--- src/verilog/cis_pkg.sv ---
// constants shared by the core interrupt sequencer
`default_nettype none
package cis_pkg;
    // ------------------------------------------------------------
    // register byte addresses
    // ------------------------------------------------------------
    localparam logic [7:0] ADDR_CORE_CTRL = 8'h00;
    localparam logic [7:0] ADDR_PFLAG_1 = 8'h04;
    localparam logic [7:0] ADDR_PFLAG_4 = 8'h10;
    localparam logic [7:0] ADDR_PEN_1 = 8'h14;
    localparam logic [7:0] ADDR_PEN_4 = 8'h20;
    localparam logic [7:0] ADDR_OPTION = 8'h24;
    localparam logic [7:0] ADDR_SH_W = 8'h28;
    localparam logic [7:0] ADDR_SH_STATUS = 8'h2c;
    localparam logic [7:0] ADDR_SH_BSR = 8'h30;
    localparam logic [7:0] ADDR_SH_FSR0 = 8'h34;
    localparam logic [7:0] ADDR_SH_FSR1 = 8'h38;
    localparam logic [7:0] ADDR_SH_PCLATH = 8'h3c;
    localparam logic [7:0] ADDR_SEQ_STAT = 8'h40;
    localparam logic [7:0] ADDR_IRQ_STAT = 8'h44;
    localparam logic [7:0] ADDR_IRQ_MASK = 8'h48;
    // ------------------------------------------------------------
    // core control, option and event register fields
    // ------------------------------------------------------------
    localparam int CTL_GIE = 7;
    localparam int CTL_PERIPH_GROUP_IRQ_ENABLE = 6;
    localparam int CTL_TMR_IE = 5;
    localparam int CTL_EXT_IE = 4;
    localparam int CTL_PCHG_IE = 3;
    localparam int CTL_TMR_IF = 2;
    localparam int CTL_EXT_IF = 1;
    localparam int CTL_PCHG_IF = 0;
    localparam int OPT_EDGE = 0;
    localparam int EVT_ENTRY = 0;
    localparam int EVT_RETURN = 1;
    localparam int EVT_WAKE = 2;
    localparam int EVT_W = 3;
    // ------------------------------------------------------------
    // values
    // ------------------------------------------------------------
    localparam logic [7:0] CTRL_RESET = 8'h00;
    localparam logic [7:0] STATUS_SAVE_MASK = 8'h07;
    localparam logic [14:0] IRQ_VECTOR = 15'h0004;
    localparam logic [1:0] RESP_OKAY = 2'h0;
    localparam logic [1:0] RESP_SLVERR = 2'h2;
    localparam logic [1:0] QPHASE_LAST = 2'h3;
    typedef enum logic [1:0] {
        ST_RUN = 2'b00,
        ST_FLUSH = 2'b01,
        ST_NOP = 2'b11,
        ST_VECTOR = 2'b10
    } cis_state_t;
endpackage
`default_nettype wire

--- src/verilog/cis_core_irq_seq.sv ---
// core interrupt sequencer: flags, enables, entry, return, wake
// ------------------------------------------------------------
// ------------------------------------------------------------
//
// Chosen here: the address map and the AXI4-Lite interface to the registers.
`default_nettype none
module cis_core_irq_seq
    import cis_pkg::*;
(
    input wire logic MCLK_IN,
    input wire logic RST_N_IN,
    input wire logic [7:0] S_AXI_AWADDR_IN,
    input wire logic S_AXI_AWVALID_IN,
    output logic S_AXI_AWREADY_OUT,
    input wire logic [31:0] S_AXI_WDATA_IN,
    input wire logic [3:0] S_AXI_WSTRB_IN,
    input wire logic S_AXI_WVALID_IN,
    output logic S_AXI_WREADY_OUT,
    output logic [1:0] S_AXI_BRESP_OUT,
    output logic S_AXI_BVALID_OUT,
    input wire logic S_AXI_BREADY_IN,
    input wire logic [7:0] S_AXI_ARADDR_IN,
    input wire logic S_AXI_ARVALID_IN,
    output logic S_AXI_ARREADY_OUT,
    output logic [31:0] S_AXI_RDATA_OUT,
    output logic [1:0] S_AXI_RRESP_OUT,
    output logic S_AXI_RVALID_OUT,
    input wire logic S_AXI_RREADY_IN,
    input wire logic CORE_TMR_OVF_IN,
    input wire logic EXT_PIN_IN,
    input wire logic [7:0] PIN_CHANGE_FLAGS_IN,
    input wire logic [31:0] PERIPH_EVENT_IN,
    input wire logic CORE_INSTR_END_IN,
    input wire logic CORE_SLEEP_IN,
    input wire logic CORE_RETURN_FROM_SERVICE_INSTR_IN,
    input wire logic [7:0] CORE_W_IN,
    input wire logic [7:0] CORE_STATUS_IN,
    input wire logic [7:0] CORE_BSR_IN,
    input wire logic [15:0] CORE_FSR0_IN,
    input wire logic [15:0] CORE_FSR1_IN,
    input wire logic [7:0] CORE_PCLATH_IN,
    input wire logic [14:0] CORE_PC_IN,
    output logic INSTR_CYCLE_OUT,
    output logic FLUSH_OUT,
    output logic PUSH_OUT,
    output logic [14:0] PUSH_ADDR_OUT,
    output logic LOAD_PC_OUT,
    output logic [14:0] LOAD_PC_ADDR_OUT,
    output logic POP_OUT,
    output logic RESTORE_OUT,
    output logic [7:0] SHADOW_W_OUT,
    output logic [7:0] SHADOW_STATUS_OUT,
    output logic [7:0] SHADOW_BSR_OUT,
    output logic [15:0] SHADOW_FSR0_OUT,
    output logic [15:0] SHADOW_FSR1_OUT,
    output logic [7:0] SHADOW_PCLATH_OUT,
    output logic WAKE_OUT,
    output logic GIE_OUT,
    output logic IRQ_OUT
);
    // ------------------------------------------------------------
    // declarations
    // ------------------------------------------------------------
    logic [1:0] qphase_q;
    logic cyc_en;
    logic [7:0] ctrl_q;
    logic [31:0] pflag_q, pen_q;
    logic edge_sel_q, ext_pin_q, ext_edge;
    logic [7:0] sh_w_q, sh_status_q, sh_bsr_q, sh_pclath_q;
    logic [15:0] sh_fsr0_q, sh_fsr1_q;
    logic [EVT_W-1:0] evt_stat_q, evt_mask_q, evt_set;
    cis_state_t state_q;
    logic sleep_prev_q, post_wake_q;
    logic core_pend, periph_pend, irq_req, wake_req, entry;
    logic aw_hold_q, w_hold_q;
    logic [7:0] aw_addr_q;
    logic [31:0] w_data_q;
    logic [3:0] w_strb_q;
    logic wr_fire, wr_lo, wr_hi;
    logic [7:0] wr_addr, wr_byte;
    logic [31:0] rd_data;
    logic rd_ok, wr_ok;
    logic [1:0] pidx_w;
    // ------------------------------------------------------------
    // instruction cycle enable, four clocks per cycle
    // ------------------------------------------------------------
    always_ff @(posedge MCLK_IN) begin
        if (!RST_N_IN) begin
            qphase_q <= 2'h0;
        end else begin
            qphase_q <= qphase_q + 2'h1;
        end
    end
    assign cyc_en = (qphase_q == QPHASE_LAST);
    // ------------------------------------------------------------
    // request forming
    // ------------------------------------------------------------
    // summary flag is the live or of the pin change flags, never stored
    logic pchg_sum;
    assign pchg_sum = |PIN_CHANGE_FLAGS_IN;
    assign core_pend = (ctrl_q[CTL_TMR_IE] & ctrl_q[CTL_TMR_IF])
        | (ctrl_q[CTL_EXT_IE] & ctrl_q[CTL_EXT_IF])
        | (ctrl_q[CTL_PCHG_IE] & pchg_sum);
    assign periph_pend = |(pflag_q & pen_q);
    assign wake_req = core_pend | (ctrl_q[CTL_PERIPH_GROUP_IRQ_ENABLE] & periph_pend);
    assign irq_req = ctrl_q[CTL_GIE] & wake_req;
    // sleep and the instruction after wake both block entry
    assign entry = cyc_en && (state_q == ST_RUN) && irq_req && CORE_INSTR_END_IN
        && !CORE_SLEEP_IN && !post_wake_q;
    // ------------------------------------------------------------
    // external pin edge detect
    // ------------------------------------------------------------
    always_ff @(posedge MCLK_IN) begin
        if (!RST_N_IN) begin
            ext_pin_q <= 1'b0;
        end else begin
            ext_pin_q <= EXT_PIN_IN;
        end
    end
    assign ext_edge = edge_sel_q ? (EXT_PIN_IN & ~ext_pin_q)
        : (~EXT_PIN_IN & ext_pin_q);
    // ------------------------------------------------------------
    // axi4-lite write channel
    // ------------------------------------------------------------
    assign S_AXI_AWREADY_OUT = !aw_hold_q && !S_AXI_BVALID_OUT;
    assign S_AXI_WREADY_OUT = !w_hold_q && !S_AXI_BVALID_OUT;
    always_ff @(posedge MCLK_IN) begin
        if (!RST_N_IN) begin
            aw_hold_q <= 1'b0;
            w_hold_q <= 1'b0;
            aw_addr_q <= 8'h00;
            w_data_q <= 32'h0000_0000;
            w_strb_q <= 4'h0;
        end else begin
            if (S_AXI_AWVALID_IN && S_AXI_AWREADY_OUT) begin
                aw_hold_q <= 1'b1;
                aw_addr_q <= S_AXI_AWADDR_IN;
            end else if (wr_fire) begin
                aw_hold_q <= 1'b0;
            end
            if (S_AXI_WVALID_IN && S_AXI_WREADY_OUT) begin
                w_hold_q <= 1'b1;
                w_data_q <= S_AXI_WDATA_IN;
                w_strb_q <= S_AXI_WSTRB_IN;
            end else if (wr_fire) begin
                w_hold_q <= 1'b0;
            end
        end
    end
    assign wr_fire = aw_hold_q && w_hold_q;
    assign wr_addr = aw_addr_q;
    assign wr_byte = w_data_q[7:0];
    // refused writes must leave every register untouched
    assign wr_lo = wr_fire && wr_ok && w_strb_q[0];
    assign wr_hi = wr_fire && wr_ok && w_strb_q[1];
    assign pidx_w = 2'(wr_addr[7:2] - 6'h01);
    assign wr_ok = (wr_addr[1:0] == 2'h0) && (wr_addr <= ADDR_IRQ_MASK)
        && (wr_addr != ADDR_SEQ_STAT);
    always_ff @(posedge MCLK_IN) begin
        if (!RST_N_IN) begin
            S_AXI_BVALID_OUT <= 1'b0;
            S_AXI_BRESP_OUT <= RESP_OKAY;
        end else if (wr_fire) begin
            S_AXI_BVALID_OUT <= 1'b1;
            S_AXI_BRESP_OUT <= wr_ok ? RESP_OKAY : RESP_SLVERR;
        end else if (S_AXI_BREADY_IN) begin
            S_AXI_BVALID_OUT <= 1'b0;
        end
    end
    // ------------------------------------------------------------
    // core control register and edge select
    // ------------------------------------------------------------
    always_ff @(posedge MCLK_IN) begin
        if (!RST_N_IN) begin
            ctrl_q <= CTRL_RESET;
            edge_sel_q <= 1'b0;
        end else begin
            if (wr_lo && wr_addr == ADDR_CORE_CTRL) ctrl_q[7:1] <= wr_byte[7:1];
            if (wr_lo && wr_addr == ADDR_OPTION) edge_sel_q <= wr_byte[OPT_EDGE];
            // hardware sets win over a software clear in the same cycle
            if (CORE_TMR_OVF_IN) ctrl_q[CTL_TMR_IF] <= 1'b1;
            if (ext_edge) ctrl_q[CTL_EXT_IF] <= 1'b1;
            if (entry) ctrl_q[CTL_GIE] <= 1'b0;
            else if (CORE_RETURN_FROM_SERVICE_INSTR_IN) ctrl_q[CTL_GIE] <= 1'b1;
            ctrl_q[CTL_PCHG_IF] <= 1'b0;
        end
    end
    assign GIE_OUT = ctrl_q[CTL_GIE];
    // ------------------------------------------------------------
    // peripheral flag and enable registers
    // ------------------------------------------------------------
    always_ff @(posedge MCLK_IN) begin
        if (!RST_N_IN) begin
            pflag_q <= 32'h0000_0000;
            pen_q <= 32'h0000_0000;
        end else begin
            pflag_q <= pflag_q | PERIPH_EVENT_IN;
            // the written byte still takes an event of the same cycle
            if (wr_lo && wr_addr >= ADDR_PFLAG_1 && wr_addr <= ADDR_PFLAG_4) begin
                pflag_q[pidx_w*8 +: 8] <= wr_byte | PERIPH_EVENT_IN[pidx_w*8 +: 8];
            end
            if (wr_lo && wr_addr >= ADDR_PEN_1 && wr_addr <= ADDR_PEN_4) begin
                pen_q[2'(wr_addr[7:2] - 6'h05)*8 +: 8] <= wr_byte;
            end
        end
    end
    // ------------------------------------------------------------
    // shadow registers, saved on entry, writable by software
    // ------------------------------------------------------------
    always_ff @(posedge MCLK_IN) begin
        if (!RST_N_IN) begin
            sh_w_q <= 8'h00;
            sh_status_q <= 8'h00;
            sh_bsr_q <= 8'h00;
            sh_fsr0_q <= 16'h0000;
            sh_fsr1_q <= 16'h0000;
            sh_pclath_q <= 8'h00;
        end else if (entry) begin
            sh_w_q <= CORE_W_IN;
            sh_status_q <= CORE_STATUS_IN & STATUS_SAVE_MASK;
            sh_bsr_q <= CORE_BSR_IN;
            sh_fsr0_q <= CORE_FSR0_IN;
            sh_fsr1_q <= CORE_FSR1_IN;
            sh_pclath_q <= CORE_PCLATH_IN;
        end else begin
            if (wr_lo && wr_addr == ADDR_SH_W) sh_w_q <= wr_byte;
            if (wr_lo && wr_addr == ADDR_SH_STATUS) sh_status_q <= wr_byte;
            if (wr_lo && wr_addr == ADDR_SH_BSR) sh_bsr_q <= wr_byte;
            if (wr_lo && wr_addr == ADDR_SH_PCLATH) sh_pclath_q <= wr_byte;
            if (wr_lo && wr_addr == ADDR_SH_FSR0) sh_fsr0_q[7:0] <= wr_byte;
            if (wr_hi && wr_addr == ADDR_SH_FSR0) sh_fsr0_q[15:8] <= w_data_q[15:8];
            if (wr_lo && wr_addr == ADDR_SH_FSR1) sh_fsr1_q[7:0] <= wr_byte;
            if (wr_hi && wr_addr == ADDR_SH_FSR1) sh_fsr1_q[15:8] <= w_data_q[15:8];
        end
    end
    assign SHADOW_W_OUT = sh_w_q;
    assign SHADOW_STATUS_OUT = sh_status_q;
    assign SHADOW_BSR_OUT = sh_bsr_q;
    assign SHADOW_FSR0_OUT = sh_fsr0_q;
    assign SHADOW_FSR1_OUT = sh_fsr1_q;
    assign SHADOW_PCLATH_OUT = sh_pclath_q;
    // ------------------------------------------------------------
    // entry sequence: flush, one dead cycle, vector
    // ------------------------------------------------------------
    always_ff @(posedge MCLK_IN) begin
        if (!RST_N_IN) begin
            state_q <= ST_RUN;
        end else if (entry) begin
            state_q <= ST_FLUSH;
        end else if (cyc_en) begin
            unique case (state_q)
                ST_RUN: state_q <= ST_RUN;
                ST_FLUSH: state_q <= ST_NOP;
                ST_NOP: state_q <= ST_VECTOR;
                ST_VECTOR: state_q <= ST_RUN;
            endcase
        end
    end
    always_ff @(posedge MCLK_IN) begin
        if (!RST_N_IN) begin
            FLUSH_OUT <= 1'b0;
            PUSH_OUT <= 1'b0;
            PUSH_ADDR_OUT <= 15'h0000;
            LOAD_PC_OUT <= 1'b0;
            LOAD_PC_ADDR_OUT <= 15'h0000;
            POP_OUT <= 1'b0;
            RESTORE_OUT <= 1'b0;
            INSTR_CYCLE_OUT <= 1'b0;
        end else begin
            INSTR_CYCLE_OUT <= cyc_en;
            FLUSH_OUT <= entry;
            PUSH_OUT <= entry;
            if (entry) PUSH_ADDR_OUT <= CORE_PC_IN;
            LOAD_PC_OUT <= cyc_en && (state_q == ST_NOP);
            LOAD_PC_ADDR_OUT <= IRQ_VECTOR;
            POP_OUT <= CORE_RETURN_FROM_SERVICE_INSTR_IN;
            RESTORE_OUT <= CORE_RETURN_FROM_SERVICE_INSTR_IN;
        end
    end
    // ------------------------------------------------------------
    // sleep and wake
    // ------------------------------------------------------------
    // wake ignores the global enable; branching is decided after wake
    always_ff @(posedge MCLK_IN) begin
        if (!RST_N_IN) begin
            sleep_prev_q <= 1'b0;
            post_wake_q <= 1'b0;
            WAKE_OUT <= 1'b0;
        end else begin
            sleep_prev_q <= CORE_SLEEP_IN;
            WAKE_OUT <= CORE_SLEEP_IN && wake_req;
            if (sleep_prev_q && !CORE_SLEEP_IN) post_wake_q <= 1'b1;
            else if (cyc_en && CORE_INSTR_END_IN) post_wake_q <= 1'b0;
        end
    end
    // ------------------------------------------------------------
    // system interrupt: sticky events, mask, write one to clear
    // ------------------------------------------------------------
    assign evt_set = {CORE_SLEEP_IN && wake_req && !WAKE_OUT, CORE_RETURN_FROM_SERVICE_INSTR_IN, entry};
    always_ff @(posedge MCLK_IN) begin
        if (!RST_N_IN) begin
            evt_stat_q <= '0;
            evt_mask_q <= '0;
        end else begin
            evt_stat_q <= (evt_stat_q
                & ~(wr_byte[EVT_W-1:0] & {EVT_W{wr_lo && wr_addr == ADDR_IRQ_STAT}})) | evt_set;
            if (wr_lo && wr_addr == ADDR_IRQ_MASK) evt_mask_q <= wr_byte[EVT_W-1:0];
        end
    end
    assign IRQ_OUT = |(evt_stat_q & evt_mask_q);
    // ------------------------------------------------------------
    // axi4-lite read channel
    // ------------------------------------------------------------
    always_comb begin
        rd_data = 32'h0000_0000;
        rd_ok = 1'b1;
        unique case (S_AXI_ARADDR_IN)
            ADDR_CORE_CTRL: rd_data[7:0] = {ctrl_q[7:1], pchg_sum};
            8'h04, 8'h08, 8'h0c, ADDR_PFLAG_4: begin
                rd_data[7:0] = pflag_q[2'(S_AXI_ARADDR_IN[7:2] - 6'h01)*8 +: 8];
            end
            ADDR_PEN_1, 8'h18, 8'h1c, ADDR_PEN_4: begin
                rd_data[7:0] = pen_q[2'(S_AXI_ARADDR_IN[7:2] - 6'h05)*8 +: 8];
            end
            ADDR_OPTION: rd_data[OPT_EDGE] = edge_sel_q;
            ADDR_SH_W: rd_data[7:0] = sh_w_q;
            ADDR_SH_STATUS: rd_data[7:0] = sh_status_q;
            ADDR_SH_BSR: rd_data[7:0] = sh_bsr_q;
            ADDR_SH_FSR0: rd_data[15:0] = sh_fsr0_q;
            ADDR_SH_FSR1: rd_data[15:0] = sh_fsr1_q;
            ADDR_SH_PCLATH: rd_data[7:0] = sh_pclath_q;
            ADDR_SEQ_STAT: rd_data[4:0] = {irq_req, post_wake_q, CORE_SLEEP_IN, state_q};
            ADDR_IRQ_STAT: rd_data[EVT_W-1:0] = evt_stat_q;
            ADDR_IRQ_MASK: rd_data[EVT_W-1:0] = evt_mask_q;
            default: rd_ok = 1'b0;
        endcase
    end
    assign S_AXI_ARREADY_OUT = !S_AXI_RVALID_OUT;
    always_ff @(posedge MCLK_IN) begin
        if (!RST_N_IN) begin
            S_AXI_RVALID_OUT <= 1'b0;
            S_AXI_RDATA_OUT <= 32'h0000_0000;
            S_AXI_RRESP_OUT <= RESP_OKAY;
        end else if (S_AXI_ARVALID_IN && S_AXI_ARREADY_OUT) begin
            S_AXI_RVALID_OUT <= 1'b1;
            S_AXI_RDATA_OUT <= rd_data;
            S_AXI_RRESP_OUT <= rd_ok ? RESP_OKAY : RESP_SLVERR;
        end else if (S_AXI_RREADY_IN) begin
            S_AXI_RVALID_OUT <= 1'b0;
        end
    end
endmodule
`default_nettype wire

--- config.mk ---
export PLATFORM = sky130hd
export DESIGN_NAME = cis_core_irq_seq
export DESIGN_NICKNAME = d
export VERILOG_FILES = /design/src/verilog/cis_pkg.sv /design/src/verilog/cis_core_irq_seq.sv
export SDC_FILE = /design/constraint.sdc
export NUM_CORES = 1
export LEC_CHECK = 0
export ABC_AREA = 0
export BUFFER_PORTS_ARGS = -buffer_cell sky130_fd_sc_hd__buf_2
export CAP_MARGIN = 15
export CORE_AREA = 2 2 204 206
export CTS_BUF_LIST = sky130_fd_sc_hd__clkbuf_8
export DETAILED_ROUTE_END_ITERATION = 16
export DIE_AREA = 0 0 206 208
export HOLD_SLACK_MARGIN = 0.15
export REMOVE_ABC_BUFFERS = 1
export SLEW_MARGIN = 0
export SYNTH_ARGS = -nofsm -noshare
export SYNTH_HDL_FRONTEND = slang
export SYNTH_SLANG_ARGS = --single-unit
--- constraint.sdc ---
create_clock -name MCLK_IN -period 4.3 [get_ports MCLK_IN]
set_clock_uncertainty 0.05 [all_clocks]
set_input_delay 0.86 -clock MCLK_IN [delete_from_list [all_inputs] [get_ports MCLK_IN]]
set_output_delay 0.86 -clock MCLK_IN [all_outputs]
set_load 0.05 [all_outputs]
==> flow_metrics.tcl <==
set metrics [dict create \
    cp.required_ps 4740 \
    rsz0062_at_grt "false" \
    fp.dieArea_um2 42800 \
    synth_edf_count 0 \
    hold_ws_ps 381 \
    place.gp.congestion 0.897 \
    leakagePower_nw 6.88 \
    rrSetupSlack_ps 1340 \
    fp.dieW_um 206 \
    portBuffers 271 \
    outcome "finished, final reports clean" \
    postCtsSetupBuffers 0 \
    period_share 0.713 \
    fin_tns_setup_ps 0 \
    drive_gt1_frac 0.278 \
    multi_input_area_um2 6270 \
    cts_max_path_buffers 3 \
    synth_area_um2 11200 \
    fp.coreArea_um2 40600 \
    powerDensity_nw_per_um2 358 \
    fin_area_um2 13800 \
    synth-async-reset-ratio 0 \
    relSlewSlack 0.347 \
    synth_top_area_cell "dfxtp_1" \
    syn_area_per_cell_um2 9.04 \
    finalWirelength_um 43800 \
    hpwl_um 31500 \
    cts-resized-gates 0 \
    cts_sinks 218 \
    cp_max_fo 15 \
    place_area_um2 12900 \
    grt_overflow 0 \
    grt_first_pass_wirelength_um 64900 \
    synth.distinct_cells 65 \
    synth_top_area_frac 0.389 \
    seq_area_um2 4360 \
    clk_pin_slew_worst_paths_ps 60 \
    vias_per_cell 5.34 \
    tritoncts "yes" \
    grt_pass1_vias 10506 \
    drtIter0Drc 893 \
    routed-via-count 10888 \
    cp.arrival_ps 3510 \
    synth_cells 1240 \
    start_util 0.277 \
    ys_seq_area_frac 0.389 \
    min_path_type "flip-flop to flip-flop" \
    nFillCells 4273 \
    max-cap-violations 0 \
    drt-pass1-iter-count 6 \
    clkLatencyLatePin_ps 570 \
    synthTopCellsByArea "dfxtp_1 39%, mux2i_1 11%, nand2_1 8.3%" \
    ys_warn_count 0 \
    finalSetupViolCount 0 \
    timing.fmax_ghz 0.326 \
    path_class "input pin to flip-flop" \
    ctsHtreeMaxLevel 2 \
    row_count 74 \
    drc 0 \
    grtUsageTotal 0.197 \
    fin_crit_ps 3070 \
    final_antenna_net_count 0 \
    synth_flop_cell "dfxtp_1" \
    cp-end-kind "flip-flop" \
    fp.dieH_um 208 \
    ys_ff_latch 218 \
    tightest_slew_ps 970 \
    startpoint_type "input pin" \
    finalHoldViolations 0 \
    nNetsFinal 1669 \
    avgRoutedWirePerCell_um 21.5 \
    vdd_drop_max_uv 242 \
    postCtsHoldBufs 0 \
    drv_slew 0 \
    cts_made_buffers 40 \
    area_growth_pct 23.0 \
    ios 327 \
    antenna_found_initial 9 \
    grt_max_degree 106 \
    clockRootBuffer "clkbuf_8" \
]
[per-layer routing]
metal  part of all wire  vias to the layer above  global-route usage
li1                   -                     4955                   -
met1               0.42                     5267               0.256
met2               0.45                      533               0.306
met3              0.075                      127              0.0406
met4              0.047                        6               0.101
met5            0.00078                        -                   0
[synth_stat cells, drive strengths merged, types with 5 or more instances]
| cell | instances |
|---|---|
| a21boi | 37 |
| a21oi | 15 |
| a221oi | 9 |
| a222oi | 8 |
| a22o | 7 |
| a22oi | 36 |
| and2 | 6 |
| and3 | 9 |
| buf | 53 |
| clkbuf | 79 |
| dfxtp | 218 |
| ha | 11 |
| inv | 12 |
| mux2i | 122 |
| mux4 | 24 |
| nand2 | 249 |
| nand3 | 42 |
| nand4 | 13 |
| nor2 | 56 |
| nor2b | 25 |
| nor3 | 10 |
| nor3b | 11 |
| nor4 | 5 |
| o211a | 33 |
| o211ai | 32 |
| o21ai | 30 |
| o221a | 27 |
| o22ai | 8 |
| o31ai | 11 |
[cell usage in the layout (no fill, tap or decap), drive strengths merged, types with 5 or more instances in the layout]
| cell type | count |
|---|---|
| dfxtp | 218 |
| nand4 | 13 |
| o31ai | 11 |
| o221a | 27 |
| ha | 11 |
| a22oi | 36 |
| a222oi | 8 |
| o211a | 33 |
| o22ai | 8 |
| nor3 | 10 |
| a21oi | 15 |
| mux4 | 24 |
| diode | 5 |
| nor4 | 5 |
| buf | 294 |
| nor2 | 56 |
| nor2b | 25 |
| conb | 32 |
| a21boi | 37 |
| o21ai | 30 |
| nand2 | 249 |
| inv | 21 |
| and3 | 9 |
| and2 | 6 |
| mux2i | 122 |
| o211ai | 32 |
| nor3b | 11 |
| a22o | 7 |
| clkbuf | 56 |
| a221oi | 9 |
| nand3 | 42 |
[final timing paths]
kind	start	end	cells past startpoint
setup / recovery	S_AXI_ARADDR_IN[2]	S_AXI_RDATA_OUT[6]$_SDFFE_PN0P_	10
hold / removal	qphase_q[0]$_SDFF_PN0_	qphase_q[0]$_SDFF_PN0_	1
setup reg to reg	aw_addr_q[2]$_SDFFE_PN0P_	pflag_q[0]$_SDFF_PN0_	6
hold reg to reg	qphase_q[0]$_SDFF_PN0_	qphase_q[0]$_SDFF_PN0_	1
[per-stage QoR]
stage | cells | power [mW] | util | setup WS (ps)
after global routing | 2039 | 5.12 | 0.340 | 1090
final | 2040 | 4.94 | 0.340 | 1230
after CTS | 2035 | 4.98 | 0.340 | 1330
after global placement | 1965 | 2.76 | 0.318 | 786
after floorplan | 1139 | 2.50 | - | 265
after detailed placement | 1965 | 2.77 | 0.318 | 746
[flip-flops by register name (all words and copies together) (netlist names), 3 cells and up]
name               count
ctrl_q                 7
S_AXI_RDATA_OUT       16
SHADOW_BSR_OUT         8
w_data_q              16
SHADOW_STATUS_OUT      8
PUSH_ADDR_OUT         15
evt_mask_q             3
SHADOW_PCLATH_OUT      8
SHADOW_FSR0_OUT       16
SHADOW_FSR1_OUT       16
SHADOW_W_OUT           8
pen_q                 32
aw_addr_q              8
pflag_q               32
evt_stat_q             3
[power breakdown]
group          internal (mW)  switching [mW]
clock                   1.27           0.934
combinational          0.196           0.387
sequential              2.08          0.0760
[worst max-delay path, stage by stage]
cell	delay [ps]
buf_2	160
inv_1	100
ha_1	430
buf_4	330
nor3_1	90
o2bb2ai_1	700
a22oi_1	360
nor2_1	180
o21ai_0	120
a21boi_0	180
[cell families after synthesis]
family / after synthesis / synth area share
other: 1 / 0.000334
buffers and inverters: 144 / 0.0634
adder cells (fa/ha/maj): 11 / 0.0123
flip-flops: 218 / 0.389
AO/OA/AOI/OAI: 272 / 0.195
AND/OR/NAND/NOR: 446 / 0.181
multiplexers: 148 / 0.159
[final cells by class]
type | count | share of cell area
Sequential cell | 218 | 0.316
Multi-Input combinational cell | 909 | 0.454
Clock inverter | 14 | 0.00825
Antenna cell | 5 | 0.000907
Timing Repair Buffer | 294 | 0.113
Inverter | 12 | 0.00326
Tap cell | 532 | 0.0482
Clock buffer | 56 | 0.0559
No activity file was read; power rests on OpenSTA's default activity.
